--- config.mk ---
export PLATFORM = sky130hd
export DESIGN_NAME = ebt_timer
export DESIGN_NICKNAME = d
export VERILOG_FILES = /design/src/rtl/ebt_timer.v
export VERILOG_INCLUDE_DIRS = /design/src /design/src/rtl
export SDC_FILE = /design/constraint.sdc
export NUM_CORES = 1
export LEC_CHECK = 0
export BUFFER_PORTS_ARGS = -buffer_cell sky130_fd_sc_hd__buf_2
export CORE_ASPECT_RATIO = 0.7
export CORE_MARGIN = 8
export CORE_UTILIZATION = 60
export DETAILED_ROUTE_END_ITERATION = 7
export PLACE_DENSITY = 0.88
export SLEW_MARGIN = 40
export SYNTH_ARGS = -nofsm -noshare
export SYNTH_HDL_FRONTEND = slang
export SYNTH_SLANG_ARGS = --single-unit
--- constraint.sdc ---
create_clock -name clock -period 3.6 [get_ports clock]
set_input_delay 0.18 -clock clock [delete_from_list [all_inputs] [get_ports clock]]
set_output_delay 0.18 -clock clock [all_outputs]
set_load 0.01 [all_outputs]
--- src/rtl/ebt_defines.vh ---
// Register map, field positions and reset values of the eight-bit event timer
`ifndef EBT_DEFINES_VH
`define EBT_DEFINES_VH
`define EBT_ADDR_W 3
`define EBT_ADDR_COUNTER 3'h0
`define EBT_ADDR_CONST_A 3'h1
`define EBT_ADDR_CONST_B 3'h2
`define EBT_ADDR_CTRL_ZERO 3'h3
`define EBT_ADDR_CTRL_STATUS 3'h4
`define EBT_ADDR_CTRL_ONE 3'h5
`define EBT_ADDR_INT_STATUS 3'h6
`define EBT_ADDR_INT_MASK 3'h7
`define EBT_COUNTER_RESET 8'h00
`define EBT_CONST_RESET 8'hFF
`define EBT_CTRL_RESET 8'h00
`define EBT_CTRL_STATUS_FIXED 8'h10
`define EBT_CTRL_ONE_FIXED 8'hE2
`define EBT_CTRL_ONE_MASK 8'h1D
`define EBT_CTRL_STATUS_MASK 8'h0F
`define EBT_INT_MASK_BITS 8'hE0
// control_zero fields
`define EBT_BIT_IE_B 7
`define EBT_BIT_IE_A 6
`define EBT_BIT_IE_OVF 5
`define EBT_CLR_HI 4
`define EBT_CLR_LO 3
`define EBT_CKS_HI 2
`define EBT_CKS_LO 0
// control_status fields
`define EBT_BIT_FLAG_B 7
`define EBT_BIT_FLAG_A 6
`define EBT_BIT_FLAG_OVF 5
`define EBT_OSB_HI 3
`define EBT_OSB_LO 2
`define EBT_OSA_HI 1
`define EBT_OSA_LO 0
// control_one fields
`define EBT_TEDGE_HI 4
`define EBT_TEDGE_LO 3
`define EBT_BIT_TRIGGER_ENABLE 2
`define EBT_BIT_ICKS 0
// Encodings
`define EBT_CLR_NONE 2'b00
`define EBT_CLR_MATCH_A 2'b01
`define EBT_CLR_MATCH_B 2'b10
`define EBT_CLR_EXT_PIN 2'b11
`define EBT_EDGE_RISE 2'b01
`define EBT_EDGE_FALL 2'b10
`define EBT_EDGE_BOTH 2'b11
`define EBT_OUT_LOW 2'b01
`define EBT_OUT_HIGH 2'b10
`define EBT_OUT_TOGGLE 2'b11
`define EBT_PRESCALE_W 7
`endif

--- src/rtl/ebt_timer.v ---
// Eight-bit event timer with compare match, clear, trigger and waveform output
//
// Our own choices: the strobed register port and the register addresses.
`timescale 1ns/1ns
`include "ebt_defines.vh"

// What this block does
// - Eight-bit up-counter on selected clock; CPU reads and writes it anytime.
// - Counter overflow sets the overflow flag.
// - Reset loads the counter with zero.
// - Two identical read/write constant registers, reset to all ones.
// - Constants compared with counter; equality sets flag, interrupt if enabled.
// - No compare for a constant during a CPU write to that constant.
// - Control bits 7, 6, 5 enable match B, match A, overflow interrupts.
// - Clear field: never, match A, match B, external reset pin rising edge.
// - Count stop halts counting after clear; match and pin clear halt only with trigger enable.
// - Codes 000 and 100 stop; 001 to 011 count prescaled falling edges.
// - Codes 101, 110, 111 count external clock rising, falling, both edges.
// - Waveform output driven independently by both compare matches.
// - Counting can start on selected trigger pin edge.
// - Three interrupt sources, each gated by its own enable.
// - Output select per match: none, low, high, toggle.
// - Flags clear only by reading one then writing zero.
// - Trigger edge field: disabled, rising, falling, both.
// - Trigger enable starts on trigger edge, halts on compare or pin clear.
module ebt_timer (
    input wire clock,
    input wire rst_b,
    input wire [`EBT_ADDR_W-1:0] reg_addr,
    input wire [7:0] reg_wdata,
    input wire reg_write,
    input wire reg_read,
    output reg [7:0] reg_rdata,
    input wire external_clock_pin,
    input wire external_reset_pin,
    input wire trigger_pin,
    output reg waveform_out_pin,
    output wire irq
);

    reg [7:0] event_counter;
    reg [7:0] compare_constant_a;
    reg [7:0] compare_constant_b;
    reg [7:0] timer_control_zero;
    reg [2:0] status_flags;
    reg [3:0] out_select;
    reg [1:0] trigger_edge;
    reg trigger_enable;
    reg internal_clock_pair_select;
    reg [2:0] clear_armed;
    reg [2:0] int_status;
    reg [2:0] int_mask;
    reg [`EBT_PRESCALE_W-1:0] prescale;
    reg [`EBT_PRESCALE_W-1:0] prescale_prev;
    reg run;
    reg eq_a_prev;
    reg eq_b_prev;
    reg [2:0] pin_meta;
    reg [2:0] pin_sync;
    reg [2:0] pin_last;

    wire [2:0] pin_raw;
    wire [2:0] pin_rise;
    wire [2:0] pin_fall;

    // Edge hit for a two-bit rise/fall/both select
    function edge_hit;
        input [1:0] sel;
        input rise;
        input fall;
        begin
            edge_hit = (sel[0] & rise) | (sel[1] & fall);
        end
    endfunction

    // Output pin action for one compare match
    function out_action;
        input cur;
        input [1:0] sel;
        begin
            case (sel)
                `EBT_OUT_LOW: out_action = 1'b0;
                `EBT_OUT_HIGH: out_action = 1'b1;
                `EBT_OUT_TOGGLE: out_action = ~cur;
                default: out_action = cur;
            endcase
        end
    endfunction

    assign pin_raw = {trigger_pin, external_reset_pin, external_clock_pin};

    genvar gi;
    generate
        for (gi = 0; gi < 3; gi = gi + 1) begin : g_sync
            always @(posedge clock or negedge rst_b) begin
                if (!rst_b) begin
                    pin_meta[gi] <= 1'b0;
                    pin_sync[gi] <= 1'b0;
                    pin_last[gi] <= 1'b0;
                end else begin
                    pin_meta[gi] <= pin_raw[gi];
                    pin_sync[gi] <= pin_meta[gi];
                    pin_last[gi] <= pin_sync[gi];
                end
            end
            assign pin_rise[gi] = pin_sync[gi] & ~pin_last[gi];
            assign pin_fall[gi] = ~pin_sync[gi] & pin_last[gi];
        end
    endgenerate

    wire [2:0] cks = timer_control_zero[`EBT_CKS_HI:`EBT_CKS_LO];
    wire [1:0] clr_sel = timer_control_zero[`EBT_CLR_HI:`EBT_CLR_LO];
    wire wr_counter = reg_write && (reg_addr == `EBT_ADDR_COUNTER);
    wire wr_const_a = reg_write && (reg_addr == `EBT_ADDR_CONST_A);
    wire wr_const_b = reg_write && (reg_addr == `EBT_ADDR_CONST_B);
    wire wr_status = reg_write && (reg_addr == `EBT_ADDR_CTRL_STATUS);
    wire rd_status = reg_read && (reg_addr == `EBT_ADDR_CTRL_STATUS);
    wire rd_int = reg_read && (reg_addr == `EBT_ADDR_INT_STATUS);

    // prescaled falling edge
    // Tap 1 divides by 4, tap 6 by 128
    reg int_tick;
    reg [2:0] div_idx;
    always @* begin
        // Stop codes park the tap so the index never leaves the prescaler
        div_idx = 3'd0;
        if (cks[1:0] != 2'b00) begin
            div_idx = {cks[1:0], internal_clock_pair_select} - 3'd1;
        end
        int_tick = prescale_prev[div_idx] & ~prescale[div_idx];
    end

    reg count_tick;
    always @* begin
        count_tick = 1'b0;
        if (cks[2]) begin
            // external clock edges
            // Code 100 selects no edge, so it counts nothing
            count_tick = edge_hit(cks[1:0], pin_rise[0], pin_fall[0]);
        end else if (cks[1:0] != 2'b00) begin
            count_tick = int_tick;
        end
    end

    wire eq_a = (event_counter == compare_constant_a) && !wr_const_a;
    wire eq_b = (event_counter == compare_constant_b) && !wr_const_b;
    // One match event per entry into equality, so toggles do not chatter
    wire match_a = eq_a && !eq_a_prev;
    wire match_b = eq_b && !eq_b_prev;

    wire clear_match = (clr_sel == `EBT_CLR_MATCH_A && match_a) ||
        (clr_sel == `EBT_CLR_MATCH_B && match_b);
    wire clear_pin = (clr_sel == `EBT_CLR_EXT_PIN) && pin_rise[1];
    wire counter_clear = clear_match || clear_pin;

    wire trigger_hit = edge_hit(trigger_edge, pin_rise[2], pin_fall[2]);
    wire counting = !trigger_enable || run;
    wire inc = count_tick && counting;
    wire overflow = inc && (event_counter == 8'hFF) && !counter_clear && !wr_counter;

    // Each event
    wire [2:0] flag_set = {match_b, match_a, overflow};
    wire [2:0] irq_enable = timer_control_zero[`EBT_BIT_IE_B:`EBT_BIT_IE_OVF];

    always @(posedge clock or negedge rst_b) begin
        if (!rst_b) begin
            prescale <= {`EBT_PRESCALE_W{1'b0}};
            prescale_prev <= {`EBT_PRESCALE_W{1'b0}};
            eq_a_prev <= 1'b0;
            eq_b_prev <= 1'b0;
        end else begin
            prescale <= prescale + 1'b1;
            prescale_prev <= prescale;
            eq_a_prev <= eq_a;
            eq_b_prev <= eq_b;
        end
    end

    always @(posedge clock or negedge rst_b) begin
        if (!rst_b) begin
            event_counter <= `EBT_COUNTER_RESET;
        end else if (wr_counter) begin
            event_counter <= reg_wdata;
        end else if (counter_clear) begin
            event_counter <= 8'h00;
        end else if (inc) begin
            event_counter <= event_counter + 8'h01;
        end
    end

    // halt after clear
    // With trigger enabled any clear halts, pin clear included
    always @(posedge clock or negedge rst_b) begin
        if (!rst_b) begin
            run <= 1'b0;
        end else if (!trigger_enable) begin
            run <= 1'b0;
        end else if (counter_clear) begin
            run <= 1'b0;
        end else if (trigger_hit) begin
            run <= 1'b1;
        end
    end

    always @(posedge clock or negedge rst_b) begin
        if (!rst_b) begin
            compare_constant_a <= `EBT_CONST_RESET;
            compare_constant_b <= `EBT_CONST_RESET;
            timer_control_zero <= `EBT_CTRL_RESET;
            out_select <= 4'h0;
            trigger_edge <= 2'b00;
            trigger_enable <= 1'b0;
            internal_clock_pair_select <= 1'b0;
            int_mask <= 3'b000;
        end else if (reg_write) begin
            case (reg_addr)
                `EBT_ADDR_CONST_A: compare_constant_a <= reg_wdata;
                `EBT_ADDR_CONST_B: compare_constant_b <= reg_wdata;
                `EBT_ADDR_CTRL_ZERO: timer_control_zero <= reg_wdata;
                `EBT_ADDR_CTRL_STATUS: out_select <= reg_wdata[`EBT_OSB_HI:`EBT_OSA_LO];
                `EBT_ADDR_CTRL_ONE: begin
                    trigger_edge <= reg_wdata[`EBT_TEDGE_HI:`EBT_TEDGE_LO];
                    trigger_enable <= reg_wdata[`EBT_BIT_TRIGGER_ENABLE];
                    internal_clock_pair_select <= reg_wdata[`EBT_BIT_ICKS];
                end
                `EBT_ADDR_INT_MASK: int_mask <= reg_wdata[`EBT_BIT_FLAG_B:`EBT_BIT_FLAG_OVF];
                default: ;
            endcase
        end
    end

    // read-then-write clear
    // A new event in the clearing cycle wins over the clear
    // overflow sets its flag
    wire [2:0] clear_req = (wr_status ? ~reg_wdata[7:5] : 3'b000) & clear_armed;
    always @(posedge clock or negedge rst_b) begin
        if (!rst_b) begin
            status_flags <= 3'b000;
            clear_armed <= 3'b000;
        end else begin
            status_flags <= flag_set | (status_flags & ~clear_req);
            if (rd_status) begin
                clear_armed <= status_flags;
            end else if (wr_status) begin
                clear_armed <= 3'b000;
            end
        end
    end

    // gated interrupt sources
    // Read clears, a set in the same cycle wins
    always @(posedge clock or negedge rst_b) begin
        if (!rst_b) begin
            int_status <= 3'b000;
        end else begin
            int_status <= (flag_set & irq_enable) | (rd_int ? 3'b000 : int_status);
        end
    end
    assign irq = |(int_status & int_mask);

    // independent match actions
    // When both hit at once, B is applied after A
    // per-match output action
    always @(posedge clock or negedge rst_b) begin
        if (!rst_b) begin
            waveform_out_pin <= 1'b0;
        end else begin
            waveform_out_pin <= out_action(
                match_a ? out_action(waveform_out_pin, out_select[1:0]) : waveform_out_pin,
                match_b ? out_select[3:2] : 2'b00);
        end
    end

    // Read data one cycle after the strobe; status bit 4 and control one bits 7:5 and 1 read one, other unused bits zero
    always @(posedge clock or negedge rst_b) begin
        if (!rst_b) begin
            reg_rdata <= 8'h00;
        end else if (reg_read) begin
            case (reg_addr)
                `EBT_ADDR_COUNTER: reg_rdata <= event_counter;
                `EBT_ADDR_CONST_A: reg_rdata <= compare_constant_a;
                `EBT_ADDR_CONST_B: reg_rdata <= compare_constant_b;
                `EBT_ADDR_CTRL_ZERO: reg_rdata <= timer_control_zero;
                `EBT_ADDR_CTRL_STATUS: reg_rdata <= {status_flags, 1'b1, out_select};
                `EBT_ADDR_CTRL_ONE: reg_rdata <= {3'b111, trigger_edge, trigger_enable,
                    1'b1, internal_clock_pair_select};
                `EBT_ADDR_INT_STATUS: reg_rdata <= {int_status, 5'h00};
                `EBT_ADDR_INT_MASK: reg_rdata <= {int_mask, 5'h00};
                default: reg_rdata <= 8'h00;
            endcase
        end else begin
            reg_rdata <= 8'h00;
        end
    end

endmodule // ebt_timer

=== Word-level counts from Yosys, hierarchy flattened ===
Index checks and enable logic that the tools add are counted.

* Equal/unequal tests: 20
* Reductions and logical operators: 38
* Order comparisons: 1
* Bitwise operators: 28
* Add/subtract/negate cells: 3
* Multiplexer cells: 23

{| class="wikitable"
|+ Operators by type and width
! cell !! count
|-
| 8-bit one-hot mux with 8 select lines || 1
|-
| 8-bit 2-to-1 mux || 4
|-
| 1-bit logical AND || 17
|-
| 8-bit equality test || 2
|-
| 3-bit 2-to-1 mux || 5
|-
| 3-bit AND || 4
|-
| 2-bit equality test, second input constant || 6
|-
| 3-bit equality test, second input constant || 4
|-
| 2-bit AND reduction || 6
|-
| 1-bit AND || 10
|-
| 8-bit by 1-bit adder with 8-bit output, second input constant || 1
|-
| 8-bit equality test, second input constant || 1
|-
| 1-bit 2-to-1 mux || 8
|-
| 1-bit inverter || 8
|-
| 7-bit by 1-bit adder with 7-bit output, second input constant || 1
|-
| 1-bit zero test || 7
|-
| 1-bit binary-select mux with 3-bit select || 2
|-
| 2-bit by 1-bit equality test with 1-bit output, second input constant || 3
|-
| 3-bit by 2-bit equality test with 1-bit output, second input constant || 2
|-
| 3-bit inverter || 2
|-
| 3-bit OR || 2
|-
| 1-bit one-hot mux with 3 select lines || 2
|-
| 3-bit by 4-bit less-than comparator with 1-bit output, second input constant || 1
|-
| 2-bit nonzero test || 2
|-
| other kinds (9) || 12
|}

* Word-level logic and storage cells: 141
* Output and inout bits: 10
* Bits in registers: 87

=== Depth between registers and ports, before layout ===
* Word-level depth: 14
* Gate-level depth with buffers: 9
* Depth with buffers taken out: 8

=== Worst setup path after synthesis ===
OpenSTA, ideal clock, no wires.

* Path type: register -> register
* From: register internal_clock_pair_select
* To: register status_flags[0]
* Data arrival time: 2.395 ns
* Cell stages (with the launch flop): 10
* Buffers on the path: 1
* Path slack: 1.095 ns
* Path through: dfrtp_1 buf_2 inv_1 ha_1 inv_1 and4_1 a2111oi_4 o211ai_2 and2_1 o41ai_1

* Cells in the longest elaborated chain, start to end: 13

{| class="wikitable"
|+ Ends and longest elaborated chain
! element !! line !! text
|-
| start, declared || ebt_timer.v:49 || <nowiki>reg internal_clock_pair_select;</nowiki>
|-
| start signal, assigned || ebt_timer.v:224 || <nowiki>internal_clock_pair_select <= reg_wdata[`EBT_BIT_ICKS];</nowiki>
|-
| 3-bit by 1-bit subtractor with 3-bit output * || ebt_timer.v:128 || <nowiki>div_idx = {cks[1:0], internal_clock_pair_select} - 3'd1;</nowiki>
|-
| 3-bit 2-to-1 mux * || ebt_timer.v:127 || <nowiki>if (cks[1:0] != 2'b00) begin</nowiki>
|-
| 1-bit binary-select mux with 3-bit select || ebt_timer.v:130 || <nowiki>int_tick = prescale_prev[div_idx] & ~prescale[div_idx];</nowiki>
|-
| 1-bit 2-to-1 mux (implied by the code) || ebt_timer.v:130 ||
|-
| 1-bit inverter || ebt_timer.v:130 ||
|-
| 1-bit AND * || ebt_timer.v:130 ||
|-
| 1-bit 2-to-1 mux * || ebt_timer.v:140 || <nowiki>end else if (cks[1:0] != 2'b00) begin</nowiki>
|-
| 1-bit 2-to-1 mux * || ebt_timer.v:136 || <nowiki>if (cks[2]) begin</nowiki>
|-
| 1-bit logical AND * || ebt_timer.v:158 || <nowiki>wire inc = count_tick && counting;</nowiki>
|-
| 1-bit logical AND * (3 in series) || ebt_timer.v:159 || <nowiki>wire overflow = inc && (event_counter == 8'hFF) && !counter_clear && !wr_counter;</nowiki>
|-
| 3-bit OR * || ebt_timer.v:241 || <nowiki>status_flags <= flag_set | (status_flags & ~clear_req);</nowiki>
|-
| end signal, assigned || ebt_timer.v:241 ||
|-
| end, declared || ebt_timer.v:45 || <nowiki>reg [2:0] status_flags;</nowiki>
|}

Every way passes the cells marked *; elsewhere a longest branch is shown, timed or not. The select of a mux whose other input is x is not followed.
A chain may end at the register's enable or synchronous reset.

=== Worst setup path after layout ===
Same ends and word-level chain as after synthesis.

==> impl_metrics.ini <==
[detailed_routing]
drc = 0
dr_total_vias = 3384
drt-pass1-iter-count = 5
viasPerCell = 6.34
drtIter0Drc = 325
ant_nets = 0
routed_wirelength_um = 10400
wl_per_cell_um = 19.5

[clock_tree]
clock_path_buffers = 2
cts_sinks = 87
cts_resized = 0
clock_latency_ns = 0.37
cts-buffers-inserted = 9
htreeDepth = 3
clk_pin_slew_ns = 0.08
cts_tree = done
ctsRootBufferMaster = clkbuf_8

[floorplanning]
die-area_um2 = 10400
num_rows = 26
coreArea_um2 = 7220
initial_core_util_pct = 61.2
ios = 28
die_width_um = 119
die_h_um = 87.8

[finish]
regArea_um2 = 2200
syn_to_final_growth_pct = 10.0
final_layout_size_suffix_gt1_share_pct = 25.2
fin_nets = 452
multi_input_area_um2 = 2060
antenna_cells = 0
stdcell_area_um2 = 4860
fillers = 549

[synth]
synth_top_family_by_area = simple AND/OR/NAND/NOR gates
synth_top_area_cell = dfrtp_1
synth_seq_cells = 87
synth_mux_area_share_pct = 10.1
netlist_area_um2 = 4420
syn_inst = 405
synth_compound_area_share_pct = 15.4
syn_nets = 426
yosysTopAreaCellShare_pct = 40.2
postSynth.asyncResetShare_pct = 100
yosysWarnings = 0
synth_xor_area_share_pct = 4.36
synthFlopType = dfrtp_1
synthSimpleGateAreaFrac_pct = 15.7
synthAdderAreaFrac_pct = 0.850
synth_edf_count = 0
synth_cell_types = 63
ys_seq_area_share_pct = 49.7
ys_top_cells_by_area = dfrtp_1, dfstp_2, mux2_2
syn_area_per_cell_um2 = 10.9

[global_route]
grt_pass1_vias = 3358
antenna_found_initial = 0
grt.overflow.total = 0
grt_usage_pct = 20.9
grt_pass1_wl_um = 17000
grt_max_degree = 88

[sta]
period_minus_slack_ns = 2.91
drv_slew = 0
fin_skew_ns = 0.0103
slew_headroom_pct = 52.7
postLayoutSetupSlackWorst_ns = 0.686
worst_slew_pin_slew_ns = 0.707
timing.final.crit_share_pct = 80.9
max_freq_ghz = 0.343
hold_viol = 0
finalSetupViolCount = 0
rsz0062_at_grt = false
setup_tns_ns = 0

[placed_design]
post-place-ws_ns = 0.723
io_buffers = 27
place_hpwl_um = 7300
gp_congestion = 0.913
placed_area_um2 = 4620

[worst_setup_path]
crit_fanout = 10
endpoint_kind = register
cp-start-kind = register
required_ns = 3.87
arrival_ns = 3.18
critical_path_class = register to register

[power_and_ir_drop]
p_leak_nw = 2.09
power.density_nw_per_um2 = 571
finalPower_mw = 2.78
vdd_drop_max_uv = 352

[run_status]
status = complete, no violations

[run]
cap_violations = 0

[hold_path]
hold_class = primary input to register
[worst paths after layout]
path                                            start               endpoint  slack, ns  cells after the start
max reg2reg                internal_clock_pair_select        status_flags[0]       0.69                      8
max in group asynchronous                       rst_b         clear_armed[1]       2.74                      2
min                                      reg_wdata[5]  compare_constant_a[5]       0.08                      3
max                        internal_clock_pair_select        status_flags[0]       0.69                      8
min reg2reg                               pin_meta[1]            pin_sync[1]       0.35                      0
min in group asynchronous                       rst_b            prescale[5]       0.41                      2
[flip-flops by register name (all words and copies together), names as in the netlist, 2 cells and up]
name and flops:
event_counter 8, pin_last 3, clear_armed 3, prescale_prev 7, prescale 7, pin_meta 3, reg_rdata 8, trigger_edge 2
out_select 4, compare_constant_b 8, compare_constant_a 8, timer_control_zero 8, int_mask 3, int_status 3, status_flags 3, pin_sync 3
[layer usage]
metal	global-route usage (%)	vias to the layer above	routed length, µm
met4	8.11	0	168
li1	-	1529	-
met5	0	-	0
met3	7.34	21	1100
met2	31.0	182	4650
met1	27.6	1652	4490
[cells in the mapped netlist (all sizes together), types with 5 or more instances]
cell / count
dfstp: 16
nor3: 8
nor2: 20
inv: 20
nand2: 35
nand2b: 11
o21ai: 27
nand3: 16
xor2: 7
a211oi: 7
buf: 7
o22ai: 5
a22o: 5
nor4: 6
clkbuf: 12
mux2: 34
dfrtp: 71
xnor2: 15
a21oi: 8
and3: 6
[per-stage QoR]
step           hold slack (ns)  util (%)  cells
6_report                0.0821      67.3    534
3_5_place_dp             0.282      63.9    514
4_1_cts                 0.0695      67.2    534
5_1_grt                  0.102      67.3    534
2_1_floorplan           -0.116         -    405
3_3_place_gp             0.290      63.9    514
[power by group]
| part | switching [mW] | total, mW | internal, mW |
|---|---|---|---|
| combinational | 0.407 | 0.744 | 0.337 |
| sequential | 0.213 | 1.38 | 1.17 |
| clock | 0.341 | 0.648 | 0.307 |
| total | 0.962 | 2.78 | 1.81 |
[worst max-delay path, stage by stage, from the launching register on]
cell	delay (ns)
dfrtp_1	0.51
inv_1	0.15
ha_1	0.35
inv_1	0.10
and4_1	0.23
a2111oi_4	0.60
o211ai_2	0.28
and2_1	0.26
o41ai_1	0.33
[layout make-up]
type,instances,share of cell area [%]
clock buffers,12,3.40
clock inverters,4,0.592
inverters,21,1.62
multi-input cells,278,42.4
flip-flops and latches,87,45.2
well taps,98,2.52
repair buffers,34,4.25
[kinds of logic after synthesis]
family,count (synthesis)
fa+ha+maj,3
buf+inv,40
compound gates,88
xor+xnor,22
mux,39
simple gates,126
flops,87
[layout by cell type (no fill, tap or decap), types with 3 or more instances in the layout]
master | Yosys | final
a211oi_1 | 6 | 6
a32o_1 | 3 | 3
dfrtp_1 | 71 | 71
o22ai_1 | 5 | 5
dlygate4sd3_1 | 0 | 4
clkbuf_8 | 0 | 13
o2111ai_1 | 4 | 4
a222oi_1 | 3 | 3
a22o_1 | 5 | 5
nor3_1 | 8 | 8
dfstp_2 | 16 | 16
nand2_1 | 35 | 35
xor2_1 | 7 | 7
nand3_1 | 16 | 16
xnor2_1 | 15 | 15
nand4_1 | 4 | 4
inv_1 | 20 | 20
buf_2 | 3 | 26
o21a_1 | 3 | 3
buf_4 | 1 | 3
mux2i_1 | 4 | 4
o2111a_1 | 4 | 4
nand2b_1 | 11 | 11
mux2_2 | 34 | 34
ha_1 | 3 | 3
and2_1 | 4 | 4
o21ai_0 | 27 | 27
and3_1 | 6 | 6
a21oi_1 | 8 | 8
nor2_1 | 20 | 20
[what timing repair did]
item / in CTS / in global routing
setup buffers: 0 / 0
hold buffers: 4 / 0
hold endpoints to repair: 74 / 0
(Power assumes the default switching activity.)
